## config.mk

```make
export PLATFORM = sky130hd
export DESIGN_NAME = lcd_channel_divider
export DESIGN_NICKNAME = d
export VERILOG_FILES = /design/src/hdl/lcd_pkg.sv /design/src/hdl/lcd_div_if.sv /design/src/hdl/lcd_subdiv.sv /design/src/hdl/lcd_channel_divider.sv
export SDC_FILE = /design/constraint.sdc
export NUM_CORES = 1
export LEC_CHECK = 0
export BUFFER_PORTS_ARGS = -buffer_cell sky130_fd_sc_hd__buf_2
export CORE_MARGIN = 4
export CORE_UTILIZATION = 50
export DETAILED_ROUTE_END_ITERATION = 8
export GPL_ROUTABILITY_DRIVEN = 0
export GPL_TIMING_DRIVEN = 0
export PLACE_DENSITY = 0.73
export SLEW_MARGIN = 20
export SYNTH_ARGS = -nofsm -noshare
export SYNTH_HDL_FRONTEND = slang
export SYNTH_HIERARCHICAL = 1
export SYNTH_SLANG_ARGS = --single-unit
```

## constraint.sdc

```tcl
create_clock -name clk -period 3.2 [get_ports clk]
set_input_delay 0.16 -clock clk [delete_from_list [all_inputs] [get_ports clk]]
set_output_delay 0.16 -clock clk [all_outputs]
set_load 0.01 [all_outputs]
```

## src/hdl/lcd_pkg.sv

```systemverilog
// constants, field layout and types of the channel divider block
// shared by the register file, the sub-dividers and their carrier interface
package lcd_pkg;

    localparam int        DATA_W          = 32;
    localparam int        ADDR_W          = 12;
    localparam int        CNT_W           = 4;

    // register indices; byte address is four times the index
    localparam logic [9:0] IDX_DIV2_FIRST  = 10'h199;
    localparam logic [9:0] IDX_DIV2_PHASE  = 10'h19a;
    localparam logic [9:0] IDX_DIV2_SECOND = 10'h19b;
    localparam logic [9:0] IDX_DIV2_CTRL   = 10'h19c;
    localparam logic [9:0] IDX_DIV2_DCC    = 10'h19d;
    localparam logic [9:0] IDX_DIV3_FIRST  = 10'h19e;
    localparam logic [9:0] IDX_STATUS      = 10'h1f0;

    // field positions
    localparam int        F_LOW_LSB       = 4;
    localparam int        F_HIGH_LSB      = 0;
    localparam int        F_PH22_LSB      = 4;
    localparam int        F_PH21_LSB      = 0;
    localparam int        F_BYP22         = 5;
    localparam int        F_BYP21         = 4;
    localparam int        F_NOSYNC        = 3;
    localparam int        F_FORCE         = 2;
    localparam int        F_START22       = 1;
    localparam int        F_START21       = 0;
    localparam int        F_DCC_OFF       = 0;

    // reset values
    localparam logic [7:0] RST_COUNTS      = 8'h00;
    localparam logic [7:0] RST_PHASE       = 8'h00;
    localparam logic [7:0] RST_CTRL        = 8'h00;
    localparam logic [7:0] RST_DCC         = 8'h00;

    localparam logic [1:0] RESP_OKAY       = 2'h0;
    localparam logic [1:0] RESP_SLVERR     = 2'h2;

    typedef enum logic [2:0] {
        ST_OFF  = 3'h1,
        ST_WAIT = 3'h2,
        ST_RUN  = 3'h4
    } lcd_div_state_t;

    // byte address to register index; hit is low for unaligned or unmapped
    function automatic logic [10:0] lcd_decode(input logic [ADDR_W-1:0] addr);
        logic [9:0] idx;
        logic       hit;
        idx = addr[ADDR_W-1:2];
        hit = (addr[1:0] == 2'h0) &&
              ((idx >= IDX_DIV2_FIRST && idx <= IDX_DIV3_FIRST) || idx == IDX_STATUS);
        return {hit, idx};
    endfunction : lcd_decode

endpackage : lcd_pkg

```

## src/hdl/lcd_div_if.sv

```systemverilog
// carrier between the register block and one sub-divider
// assumes both ends run on the same clock
`timescale 1ns/1ps
interface lcd_div_if;
    import lcd_pkg::*;
    logic             in_tick;
    logic             in_lvl;
    logic             restart;
    logic             bypass;
    logic             start_hi;
    logic [CNT_W-1:0] phase;
    logic [CNT_W-1:0] low_n;
    logic [CNT_W-1:0] high_n;
    logic             out;
    logic             running;

    modport ctl (output in_tick, in_lvl, restart, bypass, start_hi, phase, low_n, high_n,
                 input out, running);
    modport div (input in_tick, in_lvl, restart, bypass, start_hi, phase, low_n, high_n,
                 output out, running);
endinterface : lcd_div_if

```

## src/hdl/lcd_subdiv.sv

```systemverilog
// one programmable sub-divider: low/high counts, phase wait, start level, bypass
// assumes in_tick marks each rising edge of its input clock, in_lvl that clock's level
`timescale 1ns/1ps
module lcd_subdiv
    import lcd_pkg::*;
(
    input  wire logic clk,
    input  wire logic rst,
    lcd_div_if.div    dif
);
    lcd_div_state_t   st_q, st_d;
    logic [CNT_W-1:0] cnt_q, cnt_d;
    logic [CNT_W-1:0] ph_q, ph_d;
    logic             lvl_q, lvl_d;
    logic             out_q, out_d;

    always_comb begin
        st_d  = st_q;
        cnt_d = cnt_q;
        ph_d  = ph_q;
        lvl_d = lvl_q;
        if (dif.bypass) begin
            // counting logic held idle while bypassed
            st_d  = ST_OFF;
            cnt_d = '0;
            lvl_d = dif.start_hi;
        end else if (dif.restart || st_q == ST_OFF) begin
            st_d  = ST_WAIT;
            ph_d  = dif.phase;
            cnt_d = '0;
            lvl_d = dif.start_hi;
        end else begin
            case (st_q)
                ST_WAIT: begin
                    if (ph_q == '0) begin
                        st_d = ST_RUN;
                    end else if (dif.in_tick) begin
                        ph_d = ph_q - 1'b1;
                    end
                end
                ST_RUN: begin
                    if (dif.in_tick) begin
                        if (cnt_q == (lvl_q ? dif.high_n : dif.low_n)) begin
                            lvl_d = ~lvl_q;
                            cnt_d = '0;
                        end else begin
                            cnt_d = cnt_q + 1'b1;
                        end
                    end
                end
                default: st_d = ST_OFF;
            endcase
        end
        out_d = dif.bypass ? dif.in_lvl : lvl_q;
    end

    always_ff @(posedge clk) begin
        if (rst) begin
            st_q  <= ST_OFF;
            cnt_q <= '0;
            ph_q  <= '0;
            lvl_q <= 1'b0;
            out_q <= 1'b0;
        end else begin
            st_q  <= st_d;
            cnt_q <= cnt_d;
            ph_q  <= ph_d;
            lvl_q <= lvl_d;
            out_q <= out_d;
        end
    end

    assign dif.out     = out_q;
    assign dif.running = (st_q == ST_RUN);
endmodule : lcd_subdiv

```

## src/hdl/lcd_channel_divider.sv

```systemverilog
// channel 2 divider pair plus channel 3 first stage, with an AXI4-Lite register slave
// assumes div_in and sync_in are synchronous to clk; one AXI transaction per direction
`timescale 1ns/1ps
module lcd_channel_divider
    import lcd_pkg::*;
(
    input  wire logic              clk,
    input  wire logic              rst,
    input  wire logic              div_in,
    input  wire logic              sync_in,
    output logic                   div2_out,
    output logic                   div3_1_out,
    output logic                   duty_correction_on,
    input  wire logic [ADDR_W-1:0] s_axi_awaddr,
    input  wire logic              s_axi_awvalid,
    output logic                   s_axi_awready,
    input  wire logic [DATA_W-1:0] s_axi_wdata,
    input  wire logic [3:0]        s_axi_wstrb,
    input  wire logic              s_axi_wvalid,
    output logic                   s_axi_wready,
    output logic [1:0]             s_axi_bresp,
    output logic                   s_axi_bvalid,
    input  wire logic              s_axi_bready,
    input  wire logic [ADDR_W-1:0] s_axi_araddr,
    input  wire logic              s_axi_arvalid,
    output logic                   s_axi_arready,
    output logic [DATA_W-1:0]      s_axi_rdata,
    output logic [1:0]             s_axi_rresp,
    output logic                   s_axi_rvalid,
    input  wire logic              s_axi_rready
);
    // ---------------- AXI4-Lite write path ----------------
    logic              aw_full_q, aw_full_d;
    logic [ADDR_W-1:0] aw_addr_q, aw_addr_d;
    logic              w_full_q,  w_full_d;
    logic [7:0]        w_data_q,  w_data_d;
    logic              w_lane_q,  w_lane_d;
    logic              bvalid_q,  bvalid_d;
    logic [1:0]        bresp_q,   bresp_d;
    logic              wr_go;
    logic [10:0]       wr_dec;

    assign s_axi_awready = !aw_full_q && !bvalid_q;
    assign s_axi_wready  = !w_full_q && !bvalid_q;
    assign wr_go         = aw_full_q && w_full_q && !bvalid_q;
    assign wr_dec        = lcd_decode(aw_addr_q);

    always_comb begin
        aw_full_d = aw_full_q;
        aw_addr_d = aw_addr_q;
        w_full_d  = w_full_q;
        w_data_d  = w_data_q;
        w_lane_d  = w_lane_q;
        bvalid_d  = bvalid_q;
        bresp_d   = bresp_q;
        if (s_axi_awvalid && s_axi_awready) begin
            aw_full_d = 1'b1;
            aw_addr_d = s_axi_awaddr;
        end
        if (s_axi_wvalid && s_axi_wready) begin
            w_full_d = 1'b1;
            w_data_d = s_axi_wdata[7:0];
            w_lane_d = s_axi_wstrb[0];
        end
        if (wr_go) begin
            aw_full_d = 1'b0;
            w_full_d  = 1'b0;
            bvalid_d  = 1'b1;
            bresp_d   = wr_dec[10] ? RESP_OKAY : RESP_SLVERR;
        end else if (bvalid_q && s_axi_bready) begin
            bvalid_d = 1'b0;
        end
    end

    always_ff @(posedge clk) begin
        if (rst) begin
            aw_full_q <= 1'b0;
            aw_addr_q <= '0;
            w_full_q  <= 1'b0;
            w_data_q  <= 8'h00;
            w_lane_q  <= 1'b0;
            bvalid_q  <= 1'b0;
            bresp_q   <= RESP_OKAY;
        end else begin
            aw_full_q <= aw_full_d;
            aw_addr_q <= aw_addr_d;
            w_full_q  <= w_full_d;
            w_data_q  <= w_data_d;
            w_lane_q  <= w_lane_d;
            bvalid_q  <= bvalid_d;
            bresp_q   <= bresp_d;
        end
    end

    assign s_axi_bvalid = bvalid_q;
    assign s_axi_bresp  = bresp_q;

    // ---------------- configuration registers ----------------
    logic [7:0] first_q,  first_d;
    logic [7:0] phase_q,  phase_d;
    logic [7:0] second_q, second_d;
    logic [5:0] ctrl_q,   ctrl_d;
    logic       dcc_q,    dcc_d;
    logic [7:0] div3_q,   div3_d;
    logic       reg_we;

    // only byte lane 0 carries register data
    assign reg_we = wr_go && wr_dec[10] && w_lane_q;

    always_comb begin
        first_d  = first_q;
        phase_d  = phase_q;
        second_d = second_q;
        ctrl_d   = ctrl_q;
        dcc_d    = dcc_q;
        div3_d   = div3_q;
        if (reg_we) begin
            case (wr_dec[9:0])
                IDX_DIV2_FIRST:  first_d  = w_data_q;
                IDX_DIV2_PHASE:  phase_d  = w_data_q;
                IDX_DIV2_SECOND: second_d = w_data_q;
                IDX_DIV2_CTRL:   ctrl_d   = w_data_q[5:0];
                IDX_DIV2_DCC:    dcc_d    = w_data_q[F_DCC_OFF];
                IDX_DIV3_FIRST:  div3_d   = w_data_q;
                default:         ctrl_d   = ctrl_q;
            endcase
        end
    end

    always_ff @(posedge clk) begin
        if (rst) begin
            first_q  <= RST_COUNTS;
            phase_q  <= RST_PHASE;
            second_q <= RST_COUNTS;
            ctrl_q   <= RST_CTRL[5:0];
            dcc_q    <= RST_DCC[F_DCC_OFF];
            div3_q   <= RST_COUNTS;
        end else begin
            first_q  <= first_d;
            phase_q  <= phase_d;
            second_q <= second_d;
            ctrl_q   <= ctrl_d;
            dcc_q    <= dcc_d;
            div3_q   <= div3_d;
        end
    end

    // ---------------- dividers ----------------
    logic       in_prev_q;
    logic       o21_prev_q;
    logic       restart2;
    logic       force_on;
    logic       out2_q, out2_d;
    logic       dcc_on_q;

    lcd_div_if d21 ();
    lcd_div_if d22 ();
    lcd_div_if d31 ();

    assign restart2 = sync_in && !ctrl_q[F_NOSYNC];
    assign force_on = ctrl_q[F_NOSYNC] && ctrl_q[F_FORCE];

    assign d21.in_tick  = div_in && !in_prev_q;
    assign d21.in_lvl   = div_in;
    assign d21.restart  = restart2;
    assign d21.bypass   = ctrl_q[F_BYP21];
    assign d21.start_hi = ctrl_q[F_START21];
    assign d21.phase    = phase_q[F_PH21_LSB +: CNT_W];
    assign d21.low_n    = first_q[F_LOW_LSB +: CNT_W];
    assign d21.high_n   = first_q[F_HIGH_LSB +: CNT_W];

    // second stage counts rising edges of the first stage output
    assign d22.in_tick  = d21.out && !o21_prev_q;
    assign d22.in_lvl   = d21.out;
    assign d22.restart  = restart2;
    assign d22.bypass   = ctrl_q[F_BYP22];
    assign d22.start_hi = ctrl_q[F_START22];
    assign d22.phase    = phase_q[F_PH22_LSB +: CNT_W];
    assign d22.low_n    = second_q[F_LOW_LSB +: CNT_W];
    assign d22.high_n   = second_q[F_HIGH_LSB +: CNT_W];

    // channel 3 first stage: its other controls are outside this block
    assign d31.in_tick  = div_in && !in_prev_q;
    assign d31.in_lvl   = div_in;
    assign d31.restart  = sync_in;
    assign d31.bypass   = 1'b0;
    assign d31.start_hi = 1'b0;
    assign d31.phase    = '0;
    assign d31.low_n    = div3_q[F_LOW_LSB +: CNT_W];
    assign d31.high_n   = div3_q[F_HIGH_LSB +: CNT_W];

    lcd_subdiv u_div21 (.clk(clk), .rst(rst), .dif(d21.div));
    lcd_subdiv u_div22 (.clk(clk), .rst(rst), .dif(d22.div));
    lcd_subdiv u_div31 (.clk(clk), .rst(rst), .dif(d31.div));

    always_comb begin
        out2_d = force_on ? 1'b1 : d22.out;
    end

    always_ff @(posedge clk) begin
        if (rst) begin
            in_prev_q  <= 1'b0;
            o21_prev_q <= 1'b0;
            out2_q     <= 1'b0;
            dcc_on_q   <= 1'b1;
        end else begin
            in_prev_q  <= div_in;
            o21_prev_q <= d21.out;
            out2_q     <= out2_d;
            dcc_on_q   <= !dcc_q;
        end
    end

    assign div2_out           = out2_q;
    assign div3_1_out         = d31.out;
    assign duty_correction_on = dcc_on_q;

    // ---------------- AXI4-Lite read path ----------------
    logic              rvalid_q, rvalid_d;
    logic [7:0]        rdata_q,  rdata_d;
    logic [1:0]        rresp_q,  rresp_d;
    logic [10:0]       rd_dec;
    logic [7:0]        rd_val;

    assign s_axi_arready = !rvalid_q;
    assign rd_dec        = lcd_decode(s_axi_araddr);

    always_comb begin
        case (rd_dec[9:0])
            IDX_DIV2_FIRST:  rd_val = first_q;
            IDX_DIV2_PHASE:  rd_val = phase_q;
            IDX_DIV2_SECOND: rd_val = second_q;
            IDX_DIV2_CTRL:   rd_val = {2'h0, ctrl_q};
            IDX_DIV2_DCC:    rd_val = {7'h00, dcc_q};
            IDX_DIV3_FIRST:  rd_val = div3_q;
            IDX_STATUS:      rd_val = {2'h0, d31.running, d22.running, d21.running,
                                       d31.out, out2_q, d21.out};
            default:         rd_val = 8'h00;
        endcase
        rvalid_d = rvalid_q;
        rdata_d  = rdata_q;
        rresp_d  = rresp_q;
        if (s_axi_arvalid && s_axi_arready) begin
            rvalid_d = 1'b1;
            rdata_d  = rd_dec[10] ? rd_val : 8'h00;
            rresp_d  = rd_dec[10] ? RESP_OKAY : RESP_SLVERR;
        end else if (rvalid_q && s_axi_rready) begin
            rvalid_d = 1'b0;
        end
    end

    always_ff @(posedge clk) begin
        if (rst) begin
            rvalid_q <= 1'b0;
            rdata_q  <= 8'h00;
            rresp_q  <= RESP_OKAY;
        end else begin
            rvalid_q <= rvalid_d;
            rdata_q  <= rdata_d;
            rresp_q  <= rresp_d;
        end
    end

    assign s_axi_rvalid = rvalid_q;
    assign s_axi_rdata  = {24'h000000, rdata_q};
    assign s_axi_rresp  = rresp_q;
endmodule : lcd_channel_divider

```

==> reports/metrics.yaml <==
cells_and_area:
  utilization_pct: 63.8
  layout.cells.non_filler: 952
  regArea_sq_um: 2340
  drive_gt1_share_pct: 18.8
  area_growth_pct: 24.5
  multi_input_area_sq_um: 3290
  fillers: 975
  final_nets: 871
  antenna_cells: 0
placement:
  io_buffers: 57
  hpwl_microns: 10500
  place_ws_ns: 0.570
  dp_cells: 899
worst_setup_path:
  cp_data_arrival_time_ns: 2.91
  critical_path_class: "reg -> reg"
  cp_slowest_cell: "a2111oi_4"
  start_kind: "flip-flop"
  crit_path_cell_trace: "buf_2 > or4b_4 > a2111oi_4 > nand4_4 > mux2i_1 > nor2_1"
  timing.rr.start: "aw_addr_q[4]"
  slowest_delay_ns: 0.78
  crit_fanout: 9
  r2r_setup_slack_ns: 0.57
  cp.required_ns: 3.48
  critPathCaptureType: "flip-flop"
  startpoint: "aw_addr_q[4]"
outcome:
  status: "finished, final reports clean"
cts:
  numClockSinks: 117
  cts_max_level: 4
  ctsResizeCount: 0
  cts_tree: "built"
  clockRootBuffer: "clkbuf_16"
  clk_latency_ns: 0.42
  cts.clk_slew.worst_paths_ns: 0.06
  numCtsBuffers: 17
  clockBufferDepth: 2
timing:
  setup_viol: 0
  hold_viol_final: 0
  finalHoldWorstSlack_ns: 0.00752
  min_period_ns: 2.63
  slew-limit-headroom_pct: 40.5
  timing.final.crit_share_pct: 82.1
  finClkSkew_ns: 0.00655
  slew_viol_final: 0
  tns_ns: 0
  rsz0062_at_grt: "false"
  setup_slack_ns: 0.574
  fmax_ghz: 0.381
  tightestPinTransition_ns: 0.889
route:
  viasPerCell: 5.31
  dr_total_vias: 5055
  first_pass_iters: 6
  drc: 0
  wl_per_cell_microns: 14.9
  wl_microns: 14200
  drt_iter0_drc: 301
  postRouteAntennaNets: 0
synthesis:
  synth_edf_count: 0
  synthTopCellsByArea: "dfxtp_1, mux2i_1, nor2_1"
  synthArstFlopShare_pct: 0
  synthFlopType: "dfxtp_1"
  avgSynthCellArea_sq_um: 8.86
  syn-cell-area_sq_um: 5880
  synth_warnings: 6
  synth_top_area_share_pct: 39.8
  ys_types: 58
  seq_area_frac_synth_pct: 39.8
  ys_seq_elements: 117
  yosys.area.top_type: "dfxtp_1"
  netlist_instances: 664
global_route:
  grt_max_degree: 17
  use_met1_pct: 27.8
  use_met3_pct: 5.23
  top_usage_layer: "met2"
  grt_pass1_wl_microns: 23100
  grt_pass1_vias: 4879
  antenna_found_initial: 0
  grt_overflow_total: 0
  grt_use_total_pct: 21.6
  use_met2_pct: 35.5
die:
  core-area_sq_um: 11500
  start_util_pct: 51.3
  num_rows: 39
  die_y_microns: 116
  io_pins: 113
  die_w_microns: 116
  dieArea_sq_um: 13600
hold_path:
  worstHoldStart: "s_axi_awaddr[9]"
  hold_class: "in -> reg"
power:
  power_density_nw_per_um2: 545
  ir_drop_mv: 0.441
  p_leak_nw: 3.18
job:
  max_cap_violations: 0
==> worst max-delay path, delay by kind of cell (launching register included) <==
| family | cells | cell delay [ns] |
|---|---|---|
| simple gates | 3 | 0.98 |
| mux | 1 | 0.26 |
| compound gates | 1 | 0.78 |
| buf+inv | 1 | 0.16 |
| flops | 1 | 0.30 |
==> flip-flops by register name (all words and copies together) (netlist names), 6 cells and up <==
| signal | count |
|---|---|
| ctrl_q | 6 |
| second_q | 8 |
| aw_addr_q | 12 |
| div3_q | 8 |
| w_data_q | 8 |
| first_q | 8 |
| phase_q | 8 |
| rdata_q | 8 |
==> kinds of logic (layout without fill, tap and decap cells) <==
kind of cell / after synthesis / after routing / synth area share (%)
other: 1 / 36 / 0.0638
buffers and inverters: 66 / 176 / 6.47
adders and majority gates: 6 / 6 / 1.28
and+or+nand+nor: 251 / 251 / 23.0
AOI/OAI and AO/OA: 134 / 134 / 14.6
muxes: 68 / 68 / 11.7
xor gates and xnor gates: 21 / 21 / 3.13
DFF: 117 / 117 / 39.8
==> routing by layer <==
metal / part of all wire [%] / vias up
li1: - / 2540
met5: 0 / -
met3: 6.2 / 20
met4: 1.5 / 0
met1: 46 / 2340
met2: 47 / 155
==> path summary, 6_finish.rpt <==
path,cells past startpoint,endpoint
worst max-delay path,6,phase_q[3]
worst min-delay path,3,aw_addr_q[9]
worst max register to register,6,phase_q[3]
worst min register to register,2,aw_addr_q[1]
==> report_power, final <==
group	internal (mW)	switching, mW	total (mW)
logic	0.177	0.225	0.402
registers	1.51	0.0494	1.56
clock network	1.34	0.683	2.03
total	3.03	0.958	3.99
==> Yosys cell counts, types with 6 or more instances <==
library cell / n
a21oi_1: 45
a22oi_1: 9
a32o_1: 6
and2_1: 8
buf_1: 6
buf_4: 26
clkbuf_1: 15
dfxtp_1: 117
ha_1: 6
inv_1: 11
mux2i_1: 63
nand2_1: 77
nand2b_1: 8
nand3b_1: 14
nand4_1: 6
nor2_1: 81
nor2b_1: 12
nor3_1: 7
o21ai_0: 30
o22ai_1: 7
xor2_1: 18
==> area by class of cell <==
type,instances,area share (%)
Buffer,55,4.63
Clock buffer,20,6.24
Clock inverter,12,2.41
Inverter,11,0.564
Multi-Input combinational cell,516,44.9
Sequential cell,117,32.0
Tap cell,143,2.44
Timing Repair Buffer,78,6.77
==> cell usage in the layout, fill, tap and decap left out, types with 7 or more instances in the layout <==
cell             n
nor2_1          81
clkbuf_1        16
dlygate4sd3_1   21
a21oi_1         45
buf_4           26
mux2i_1         63
o22ai_1          7
nand3b_1        14
nand2b_1         8
inv_1           11
conb_1          36
buf_2           61
xor2_1          18
and2_1           8
a22oi_1          9
clkbuf_16       17
o21ai_0         30
nor2b_1         12
nor3_1           7
dfxtp_1        117
nand2_1         77
==> per-stage QoR <==
stage,power (mW),cell area (sq um)
floorplan,1.85,6010
global placement,1.94,6480
detailed placement,1.96,6480
CTS,3.99,7320
global route,4.13,7320
finish,3.99,7320
==> timing repair <==
item	in CTS	in global routing
hold endpoints to repair	21	0
buffers inserted	0	0
hold buffers	21	0
(Power assumes the default switching activity.)
